<file path="config.mk">
export PLATFORM = sky130hd
export DESIGN_NAME = uart_rx
export DESIGN_NICKNAME = d
export VERILOG_FILES = /design/src/uart_rx_pkg.sv /design/src/rx_entry_store.sv /design/src/uart_rx.sv
export VERILOG_INCLUDE_DIRS = /design/src
export SDC_FILE = /design/constraint.sdc
export NUM_CORES = 1
export LEC_CHECK = 0
export BUFFER_PORTS_ARGS = -buffer_cell sky130_fd_sc_hd__buf_2
export CORE_MARGIN = 5
export CORE_UTILIZATION = 60
export CTS_CLUSTER_DIAMETER = 100
export DETAILED_ROUTE_END_ITERATION = 16
export PLACE_DENSITY_LB_ADDON = 0.05
export SYNTH_ARGS = -nofsm -noshare
export SYNTH_HDL_FRONTEND = slang
export SYNTH_HIERARCHICAL = 1
export SYNTH_SLANG_ARGS = --single-unit
</file>
<file path="constraint.sdc">
create_clock -name clk -period 3.63 [get_ports clk]
set_clock_uncertainty 0.15 [all_clocks]
set_input_delay 0 -clock clk [delete_from_list [all_inputs] [get_ports clk]]
set_output_delay 0 -clock clk [all_outputs]
set_load 0.05 [all_outputs]
</file>
<file path="src/uart_rx_params.svh">
`ifndef UART_RX_PARAMS_SVH
`define UART_RX_PARAMS_SVH

// ----------------------------------------
// Sampling
// ----------------------------------------
`define RX_SAMPLES_NORMAL 5'h10
`define RX_SAMPLES_DOUBLE 5'h08
`define RX_VOTE_FIRST_NORMAL 5'h08
`define RX_VOTE_FIRST_DOUBLE 5'h04

// ----------------------------------------
// Frame format
// ----------------------------------------
`define RX_SIZE_NINE 3'h7
`define RX_SIZE_FIVE 3'h0
`define RX_BUF_DEPTH 2

// ----------------------------------------
// Reset values
// ----------------------------------------
`define RX_LINE_IDLE 1'b1
`define RX_DATA_RESET 9'h000

`endif

</file>
<file path="src/uart_rx_pkg.sv">
package uart_rx_pkg;

  typedef enum logic [1:0] {
    st_idle,
    st_start,
    st_bits
  } rx_state_e;

  typedef struct packed {
    logic [8:0] data;
    logic frame_err;
    logic overrun;
    logic parity_err;
  } rx_entry_s;

endpackage : uart_rx_pkg

</file>
<file path="src/rx_entry_store.sv">
`timescale 1ns/1ps
`include "uart_rx_params.svh"

// Two-entry receive store; read word always registered
module rx_entry_store
  import uart_rx_pkg::*;
(
  input wire logic clk,
  input wire logic nrst,
  input wire logic flush,
  input wire logic push,
  input wire rx_entry_s push_entry,
  input wire logic pop,
  output rx_entry_s head,
  output logic [1:0] count
);

  rx_entry_s mem_r [0:1];
  logic wptr_r;
  logic rptr_r;
  logic [1:0] count_r;
  logic do_push;
  logic do_pop;

  assign do_pop = pop && (count_r != 2'h0);
  assign do_push = push && ((count_r != 2'h2) || do_pop);
  assign count = count_r;

  always_ff @(posedge clk)
  begin
    if (do_push)
    begin
      mem_r[wptr_r] <= push_entry;
    end
  end

  always_ff @(posedge clk)
  begin
    if (!nrst || flush)
    begin
      wptr_r <= 1'b0;
      rptr_r <= 1'b0;
      count_r <= 2'h0;
    end
    else
    begin
      if (do_push)
      begin
        wptr_r <= ~wptr_r;
      end
      if (do_pop)
      begin
        rptr_r <= ~rptr_r;
      end
      count_r <= count_r + {1'b0, do_push} - {1'b0, do_pop};
    end
  end

  // Head register: next entry visible one cycle after push or pop
  logic rptr_nxt;
  assign rptr_nxt = do_pop ? ~rptr_r : rptr_r;

  always_ff @(posedge clk)
  begin
    if (!nrst || flush)
    begin
      head <= '0;
    end
    else if (do_push && ((count_r == 2'h0) || (count_r == 2'h1 && do_pop)))
    begin
      head <= push_entry;
    end
    else if (do_pop)
    begin
      head <= mem_r[rptr_nxt];
    end
  end

endmodule : rx_entry_store

</file>
<file path="src/uart_rx.sv">
`timescale 1ns/1ps
`include "uart_rx_params.svh"

//
// Contract
// - Ninth bit readable, follows buffered frame
// - Ninth bit and errors stored per frame
// - Receive complete high while buffer nonempty
// - Disable flushes buffer, clears receive complete
// - Interrupt requested while flag and enables set
// - Error flags not writable by software
// - Error flags raise no interrupt
// - Frame error reflects first stop bit
// - Frame error ignores stop bit count
// - Overrun on full buffer, held frame plus start
// - Overrun cleared on successful transfer
// - Parity error zero when checking off
// - Parity computed, compared, buffered
// - Parity error only if enabled then
// - Disable abandons reception immediately
// - Each data read pops one frame
// - Sample at 16x or 8x baud
// - Idle watches falling edge, sample one
// - Start vote on samples 8-10 or 4-6
// - High majority rejects start as noise
// - Valid start resynchronises every frame
// - Sixteen or eight states per bit
// - Each bit by three-sample majority
// - Second stop bit ignored
// - Unused upper data bits read zero
//
module uart_rx
  import uart_rx_pkg::*;
(
  input wire logic clk,
  input wire logic nrst,
  input wire logic serial_receive_pin,
  input wire logic sample_tick,
  input wire logic receiver_enable,
  input wire logic double_speed_select,
  input wire logic [2:0] character_size_select,
  input wire logic parity_enable_bit,
  input wire logic parity_odd_select,
  input wire logic stop_bit_count_select,
  input wire logic receive_complete_irq_enable,
  input wire logic global_irq_enable,
  input wire logic data_read,
  output logic [7:0] serial_data_location,
  output logic receive_ninth_bit,
  output logic receive_complete_flag,
  output logic frame_error_flag,
  output logic overrun_flag,
  output logic parity_error_flag,
  output logic receive_irq,
  output logic pin_override
);

  // ----------------------------------------
  // Sample position decode
  // ----------------------------------------
  rx_state_e state_r;
  logic [4:0] sample_r;
  logic [3:0] bit_idx_r;
  logic [2:0] votes_r;
  logic line_prev_r;
  logic [8:0] shift_r;
  logic par_bit_r;
  logic [4:0] per_bit;
  logic [4:0] vote_first;
  logic [3:0] n_data;
  logic [3:0] last_idx;
  logic in_vote;
  logic vote_done;
  logic majority;
  logic bit_end;

  assign per_bit = double_speed_select ? `RX_SAMPLES_DOUBLE : `RX_SAMPLES_NORMAL;
  assign vote_first = double_speed_select ? `RX_VOTE_FIRST_DOUBLE : `RX_VOTE_FIRST_NORMAL;

  // Data bits: 5..8 by size code, nine for the nine-bit code
  assign n_data = (character_size_select == `RX_SIZE_NINE) ? 4'h9 :
                  (character_size_select[2] ? 4'h8 : {2'b01, character_size_select[1:0]} + 4'h1);
  // Index after data (and parity) is the first stop bit; later stops never sampled
  assign last_idx = n_data + {3'h0, parity_enable_bit};

  assign in_vote = sample_tick && (sample_r >= vote_first) && (sample_r <= vote_first + 5'h02);
  assign vote_done = sample_tick && (sample_r == vote_first + 5'h02);
  assign bit_end = sample_tick && (sample_r == per_bit);

  // Majority of the two stored samples and the current one
  always_comb
  begin
    majority = (votes_r[0] & votes_r[1]) | (votes_r[0] & serial_receive_pin) |
               (votes_r[1] & serial_receive_pin);
  end

  // ----------------------------------------
  // Receive state machine
  // ----------------------------------------
  logic stop_seen;
  logic frame_valid;
  logic start_detect;

  assign stop_seen = (state_r == st_bits) && vote_done && (bit_idx_r == last_idx);
  assign start_detect = (state_r == st_idle) && sample_tick && line_prev_r && !serial_receive_pin;

  always_ff @(posedge clk)
  begin
    if (!nrst || !receiver_enable)
    begin
      state_r <= st_idle;
      sample_r <= 5'h00;
      bit_idx_r <= 4'h0;
      line_prev_r <= `RX_LINE_IDLE;
    end
    else
    begin
      if (sample_tick)
      begin
        line_prev_r <= serial_receive_pin;
      end
      case (state_r)
        st_idle:
        begin
          if (start_detect)
          begin
            state_r <= st_start;
            sample_r <= 5'h02;
          end
        end
        st_start:
        begin
          if (sample_tick)
          begin
            sample_r <= sample_r + 5'h01;
          end
          if (vote_done)
          begin
            if (majority)
            begin
              state_r <= st_idle;
              sample_r <= 5'h00;
            end
          end
          if (bit_end)
          begin
            state_r <= st_bits;
            sample_r <= 5'h01;
            bit_idx_r <= 4'h0;
          end
        end
        st_bits:
        begin
          if (sample_tick)
          begin
            sample_r <= (sample_r == per_bit) ? 5'h01 : sample_r + 5'h01;
          end
          if (bit_end)
          begin
            bit_idx_r <= bit_idx_r + 4'h1;
          end
          if (stop_seen)
          begin
            state_r <= st_idle;
            sample_r <= 5'h00;
            // Line history stays live: a low stop bit must not fake a start edge
          end
        end
        default:
        begin
          state_r <= st_idle;
        end
      endcase
    end
  end

  // Vote sample capture
  always_ff @(posedge clk)
  begin
    if (!nrst)
    begin
      votes_r <= 3'h0;
    end
    else if (in_vote)
    begin
      votes_r <= {votes_r[1:0], serial_receive_pin};
    end
  end

  // ----------------------------------------
  // Bit assembly and parity
  // ----------------------------------------
  always_ff @(posedge clk)
  begin
    if (!nrst || start_detect)
    begin
      shift_r <= `RX_DATA_RESET;
      par_bit_r <= 1'b0;
    end
    else if ((state_r == st_bits) && vote_done)
    begin
      if (bit_idx_r < n_data)
      begin
        shift_r[bit_idx_r] <= majority;
      end
      else if (parity_enable_bit && (bit_idx_r == n_data))
      begin
        par_bit_r <= majority;
      end
    end
  end

  logic parity_calc;
  logic parity_bad;

  assign parity_calc = (^shift_r) ^ parity_odd_select;
  assign parity_bad = parity_enable_bit && (parity_calc != par_bit_r);

  // ----------------------------------------
  // Shift register hold and overrun
  // ----------------------------------------
  logic waiting_r;
  logic ovr_pending_r;
  rx_entry_s wait_entry_r;
  rx_entry_s new_entry;
  logic [1:0] count;
  logic store_full;
  logic push;
  logic pop;
  rx_entry_s head;

  assign pop = data_read && (count != 2'h0);
  assign store_full = (count == 2'h2) && !pop;
  assign frame_valid = stop_seen;

  always_comb
  begin
    new_entry.data = shift_r;
    new_entry.frame_err = ~majority;
    new_entry.overrun = ovr_pending_r;
    new_entry.parity_err = parity_bad;
  end

  // Held frame waits in the shift stage while the store is full
  assign push = (frame_valid || waiting_r) && !store_full;

  always_ff @(posedge clk)
  begin
    if (!nrst || !receiver_enable)
    begin
      waiting_r <= 1'b0;
      wait_entry_r <= '0;
    end
    else if (frame_valid && (store_full || waiting_r))
    begin
      waiting_r <= 1'b1;
      wait_entry_r <= new_entry;
    end
    else if (push)
    begin
      waiting_r <= 1'b0;
    end
  end

  // Lost frame marks the next transferred entry; cleared on transfer
  always_ff @(posedge clk)
  begin
    if (!nrst || !receiver_enable)
    begin
      ovr_pending_r <= 1'b0;
    end
    else if (start_detect && waiting_r && store_full)
    begin
      ovr_pending_r <= 1'b1;
    end
    else if (push)
    begin
      ovr_pending_r <= 1'b0;
    end
  end

  rx_entry_s push_entry;
  always_comb
  begin
    push_entry = waiting_r ? wait_entry_r : new_entry;
    if (waiting_r && ovr_pending_r)
    begin
      push_entry.overrun = 1'b1;
    end
  end

  rx_entry_store store (
    .clk(clk),
    .nrst(nrst),
    .flush(!receiver_enable),
    .push(push),
    .push_entry(push_entry),
    .pop(pop),
    .head(head),
    .count(count)
  );

  // ----------------------------------------
  // Software view
  // ----------------------------------------
  // Data, ninth bit and error flags come from the head register; no write path exists
  always_ff @(posedge clk)
  begin
    if (!nrst)
    begin
      serial_data_location <= 8'h00;
      receive_ninth_bit <= 1'b0;
      frame_error_flag <= 1'b0;
      overrun_flag <= 1'b0;
      parity_error_flag <= 1'b0;
      receive_complete_flag <= 1'b0;
      receive_irq <= 1'b0;
      pin_override <= 1'b0;
    end
    else
    begin
      serial_data_location <= head.data[7:0];
      receive_ninth_bit <= head.data[8];
      frame_error_flag <= head.frame_err;
      overrun_flag <= head.overrun;
      parity_error_flag <= head.parity_err;
      receive_complete_flag <= receiver_enable && (count != 2'h0);
      // Error flags take no part here
      receive_irq <= receiver_enable && (count != 2'h0) && receive_complete_irq_enable &&
                     global_irq_enable;
      pin_override <= receiver_enable;
    end
  end

endmodule : uart_rx

</file>
==> flow_metrics.py <==
metrics = {
    "critical_path": {
        "crit_path_start_kind": "register",
        "crit_path_frequent_cell": "nor2_1",
        "slowest_delay_ns": 0.43,
        "required_ns": 3.74,
        "crit_start": "sample_r[2]",
        "arrival_ns": 3.32,
        "cp_top_family": "simple AND/OR/NAND/NOR gates",
        "path_buf_inv": 0,
        "slowest_stage": "nand3b_1",
        "crit-reg2reg-launch": "sample_r[2]",
        "crit_type": "register to register",
        "end_kind": "register",
        "crit_chain": "ha_1, and4b_1, and3_4, and4_1, nor2_1, nor2_1, nand2b_1, o21bai_1, nand3b_1, o221ai_1",
        "worstPathMaxFanout": 12,
    },
    "finish": {
        "nNetsFinal": 515,
        "final_layout_size_suffix_gt1_frac": 0.160,
        "finish.instance_area_sq_um": 5080,
        "syn_to_final_growth_pct": 11.9,
        "n_antenna_cell": 0,
    },
    "place": {
        "portBuffers": 28,
        "placed_area_sq_um": 4780,
        "gp_congestion": 0.827,
        "hpwl_microns": 6080,
    },
    "grt": {
        "grt_max_degree": 27,
        "grtUsageMet1": 0.257,
        "met2_usage": 0.316,
        "grt_pass1_wl_microns": 15000,
        "gr-total-overflow": 0,
        "met3_usage": 0.0324,
        "grt_pass1_vias": 3170,
        "gr-usage-all-layers": 0.191,
        "antenna_found_initial": 0,
        "busiest_layer": "met2",
    },
    "yosys": {
        "synth_seq_cells": 93,
        "yosysUniqueCellTypes": 58,
        "synth_compound_area_frac": 0.109,
        "synth-simple-area-share": 0.179,
        "async_flop_share": 0,
        "synth_top_cells_by_area": "dfxtp_1 (30%), edfxtp_1 (16%), mux2i_1 (8.2%)",
        "ys.flop_type": "dfxtp_1",
        "synth_top_family_by_area": "simple AND/OR/NAND/NOR gates",
        "synthMuxAreaShare": 0.104,
        "synthAdderAreaFrac": 0.0655,
        "synth_top_cell_by_area": "dfxtp_1",
        "synth.most_common_cell": "dfxtp_1",
        "synthTopCellsByCount": "dfxtp_1 (69), mux2i_1 (37), nor2_1 (36)",
        "avgSynthCellArea_sq_um": 10.3,
        "synth_xor_area_frac": 0.0427,
        "synth_edf_count": 24,
        "syn_nets": 478,
        "syn_inst": 440,
        "synth.top_cell.area_share": 0.304,
        "ys_seq_area_frac": 0.463,
        "synth_warnings": 6,
        "syn_area_sq_um": 4540,
    },
    "cts": {
        "cts_tree": "built",
        "clock_sinks": 93,
        "path_clk_slew_ns": 0.10,
        "cts_made_buffers": 9,
        "cts_htree_levels": 3,
        "worstSkewPairLatency_ns": 0.35,
        "cts_setup_buffers": 0,
        "clockRootBuffer": "clkbuf_8",
        "clk_path_buf_depth": 2,
    },
    "routing": {
        "vias": 3273,
        "postRouteAntennaNets": 0,
        "wirelength_microns": 8720,
        "routed_via_density": 5.63,
        "drt-wirelength-per-cell_microns": 15.0,
        "drc_errors": 0,
        "dr.pass1.iters": 4,
        "drtIter0Drc": 170,
    },
    "timing": {
        "setup_viol": 0,
        "rsz0062_at_grt": "false",
        "final.setup.tns_ns": 0,
        "tightest_slew_ns": 0.851,
        "slew_headroom": 0.433,
        "finalCritPeriodShare": 0.882,
        "final.min_clock_period_ns": 3.20,
        "slew_viol_final": 0,
        "hold_violations": 0,
        "max_freq_ghz": 0.312,
    },
    "worst_hold_path": {
        "hp-class": "primary input to register",
        "hold_start": "double_speed_select",
    },
    "run_status": {
        "outcome": "finished, final reports clean",
    },
    "die": {
        "die-area_sq_um": 9410,
        "io-pin-count": 30,
        "rows": 31,
        "core_area_sq_um": 7330,
        "fp.dieH_microns": 97.0,
        "start_util": 0.620,
        "die_x_microns": 97.0,
    },
    "pwr": {
        "power_per_cell_area_nw_per_um2": 375,
        "p_leak_uw": 0.00203,
        "max-vdd-ir-drop_v": 0.000311,
    },
    "job": {
        "maxCapViolations": 0,
    },
}
[layout make-up]
cell class | instances | area [sq um]
Tap cell | 99 | 124
Multi-Input combinational cell | 305 | 2270
Clock inverter | 5 | 63.8
Inverter | 24 | 90.1
Fill cell | 577 | 2250
Timing Repair Buffer | 44 | 283
Sequential cell | 93 | 2100
Clock buffer | 11 | 153
[power by group]
group | leakage (uW) | internal, uW | total, uW | switching (uW)
Clock | 0.000106 | 367 | 731 | 364
Combinational | 0.00115 | 42.9 | 112 | 68.8
Sequential | 0.000770 | 1060 | 1060 | 3.00
Total | 0.00203 | 1470 | 1910 | 436
[worst paths after layout]
kind | to | slack [ns] | cells past startpoint
min reg2reg | wait_entry_r[2] | 0.31 | 2
max reg2reg | store/head[9] | 0.43 | 10
max | store/head[9] | 0.43 | 10
min | state_r[1] | 0.12 | 5
[sequential cells by signal, summed over array words and instances, names as in the netlist, 2 cells and up]
signal                cells
serial_data_location      8
sample_r                  5
state_r                   2
shift_r                   9
store/count               2
bit_idx_r                 4
store/mem_r              24
wait_entry_r             12
votes_r                   2
store/head               12
[routing by layer]
layer	routed length [microns]	vias up
met5	0	-
met4	106	0
met3	302	10
met2	4210	56
met1	4090	1561
li1	-	1646
[worst register-to-register path, delay by kind of cell, from the launching register on]
| family | cells | cell delay, ns |
|---|---|---|
| fa+ha+maj | 1 | 0.32 |
| simple gates | 7 | 1.71 |
| compound gates | 2 | 0.54 |
| flops | 1 | 0.40 |
[repair_timing]
action | 4_1_cts | 5_1_grt
endpoints found under the hold margin | 23 | 0
hold buffers | 9 | 0
resized for setup | 0 | 0
[cells in the final DEF, fill, tap and decap left out, drive strengths merged, types with 4 or more instances in the layout]
| master | count |
|---|---|
| dfxtp | 69 |
| inv | 25 |
| buf | 35 |
| a21oi | 8 |
| nor3 | 10 |
| and2 | 15 |
| nor4b | 4 |
| o221ai | 12 |
| nand2 | 34 |
| edfxtp | 24 |
| nor2b | 7 |
| mux2 | 9 |
| a31oi | 5 |
| nand3 | 17 |
| ha | 23 |
| xor2 | 4 |
| nand2b | 4 |
| nor2 | 36 |
| dlygate4sd3 | 9 |
| clkbuf | 11 |
| o31ai | 4 |
| xnor2 | 16 |
| and3 | 6 |
| o21ai | 15 |
| mux2i | 37 |
[cell families (layout without fill, tap and decap cells)]
group,after synthesis,after routing
adder cells (fa/ha/maj),24,24
buffers and inverters,42,84
XOR/XNOR,20,20
AO/OA/AOI/OAI,66,66
flip-flops,93,93
AND/OR/NAND/NOR,149,149
multiplexers,46,46
[metrics by stage]
step / total power, uW / setup WS (ns) / hold WS [ns] / std cells / utilization
after floorplan: 1160 / 0.866 / -0.0283 / 440 / -
after global routing: 1980 / 0.217 / 0.162 / 581 / 0.694
after global placement: 1190 / 0.496 / 0.0777 / 556 / 0.652
final: 1910 / 0.428 / 0.118 / 581 / 0.694
after CTS: 1920 / 0.440 / 0.104 / 581 / 0.694
after detailed placement: 1190 / 0.398 / 0.0842 / 556 / 0.652
(Power assumes the default switching activity.)
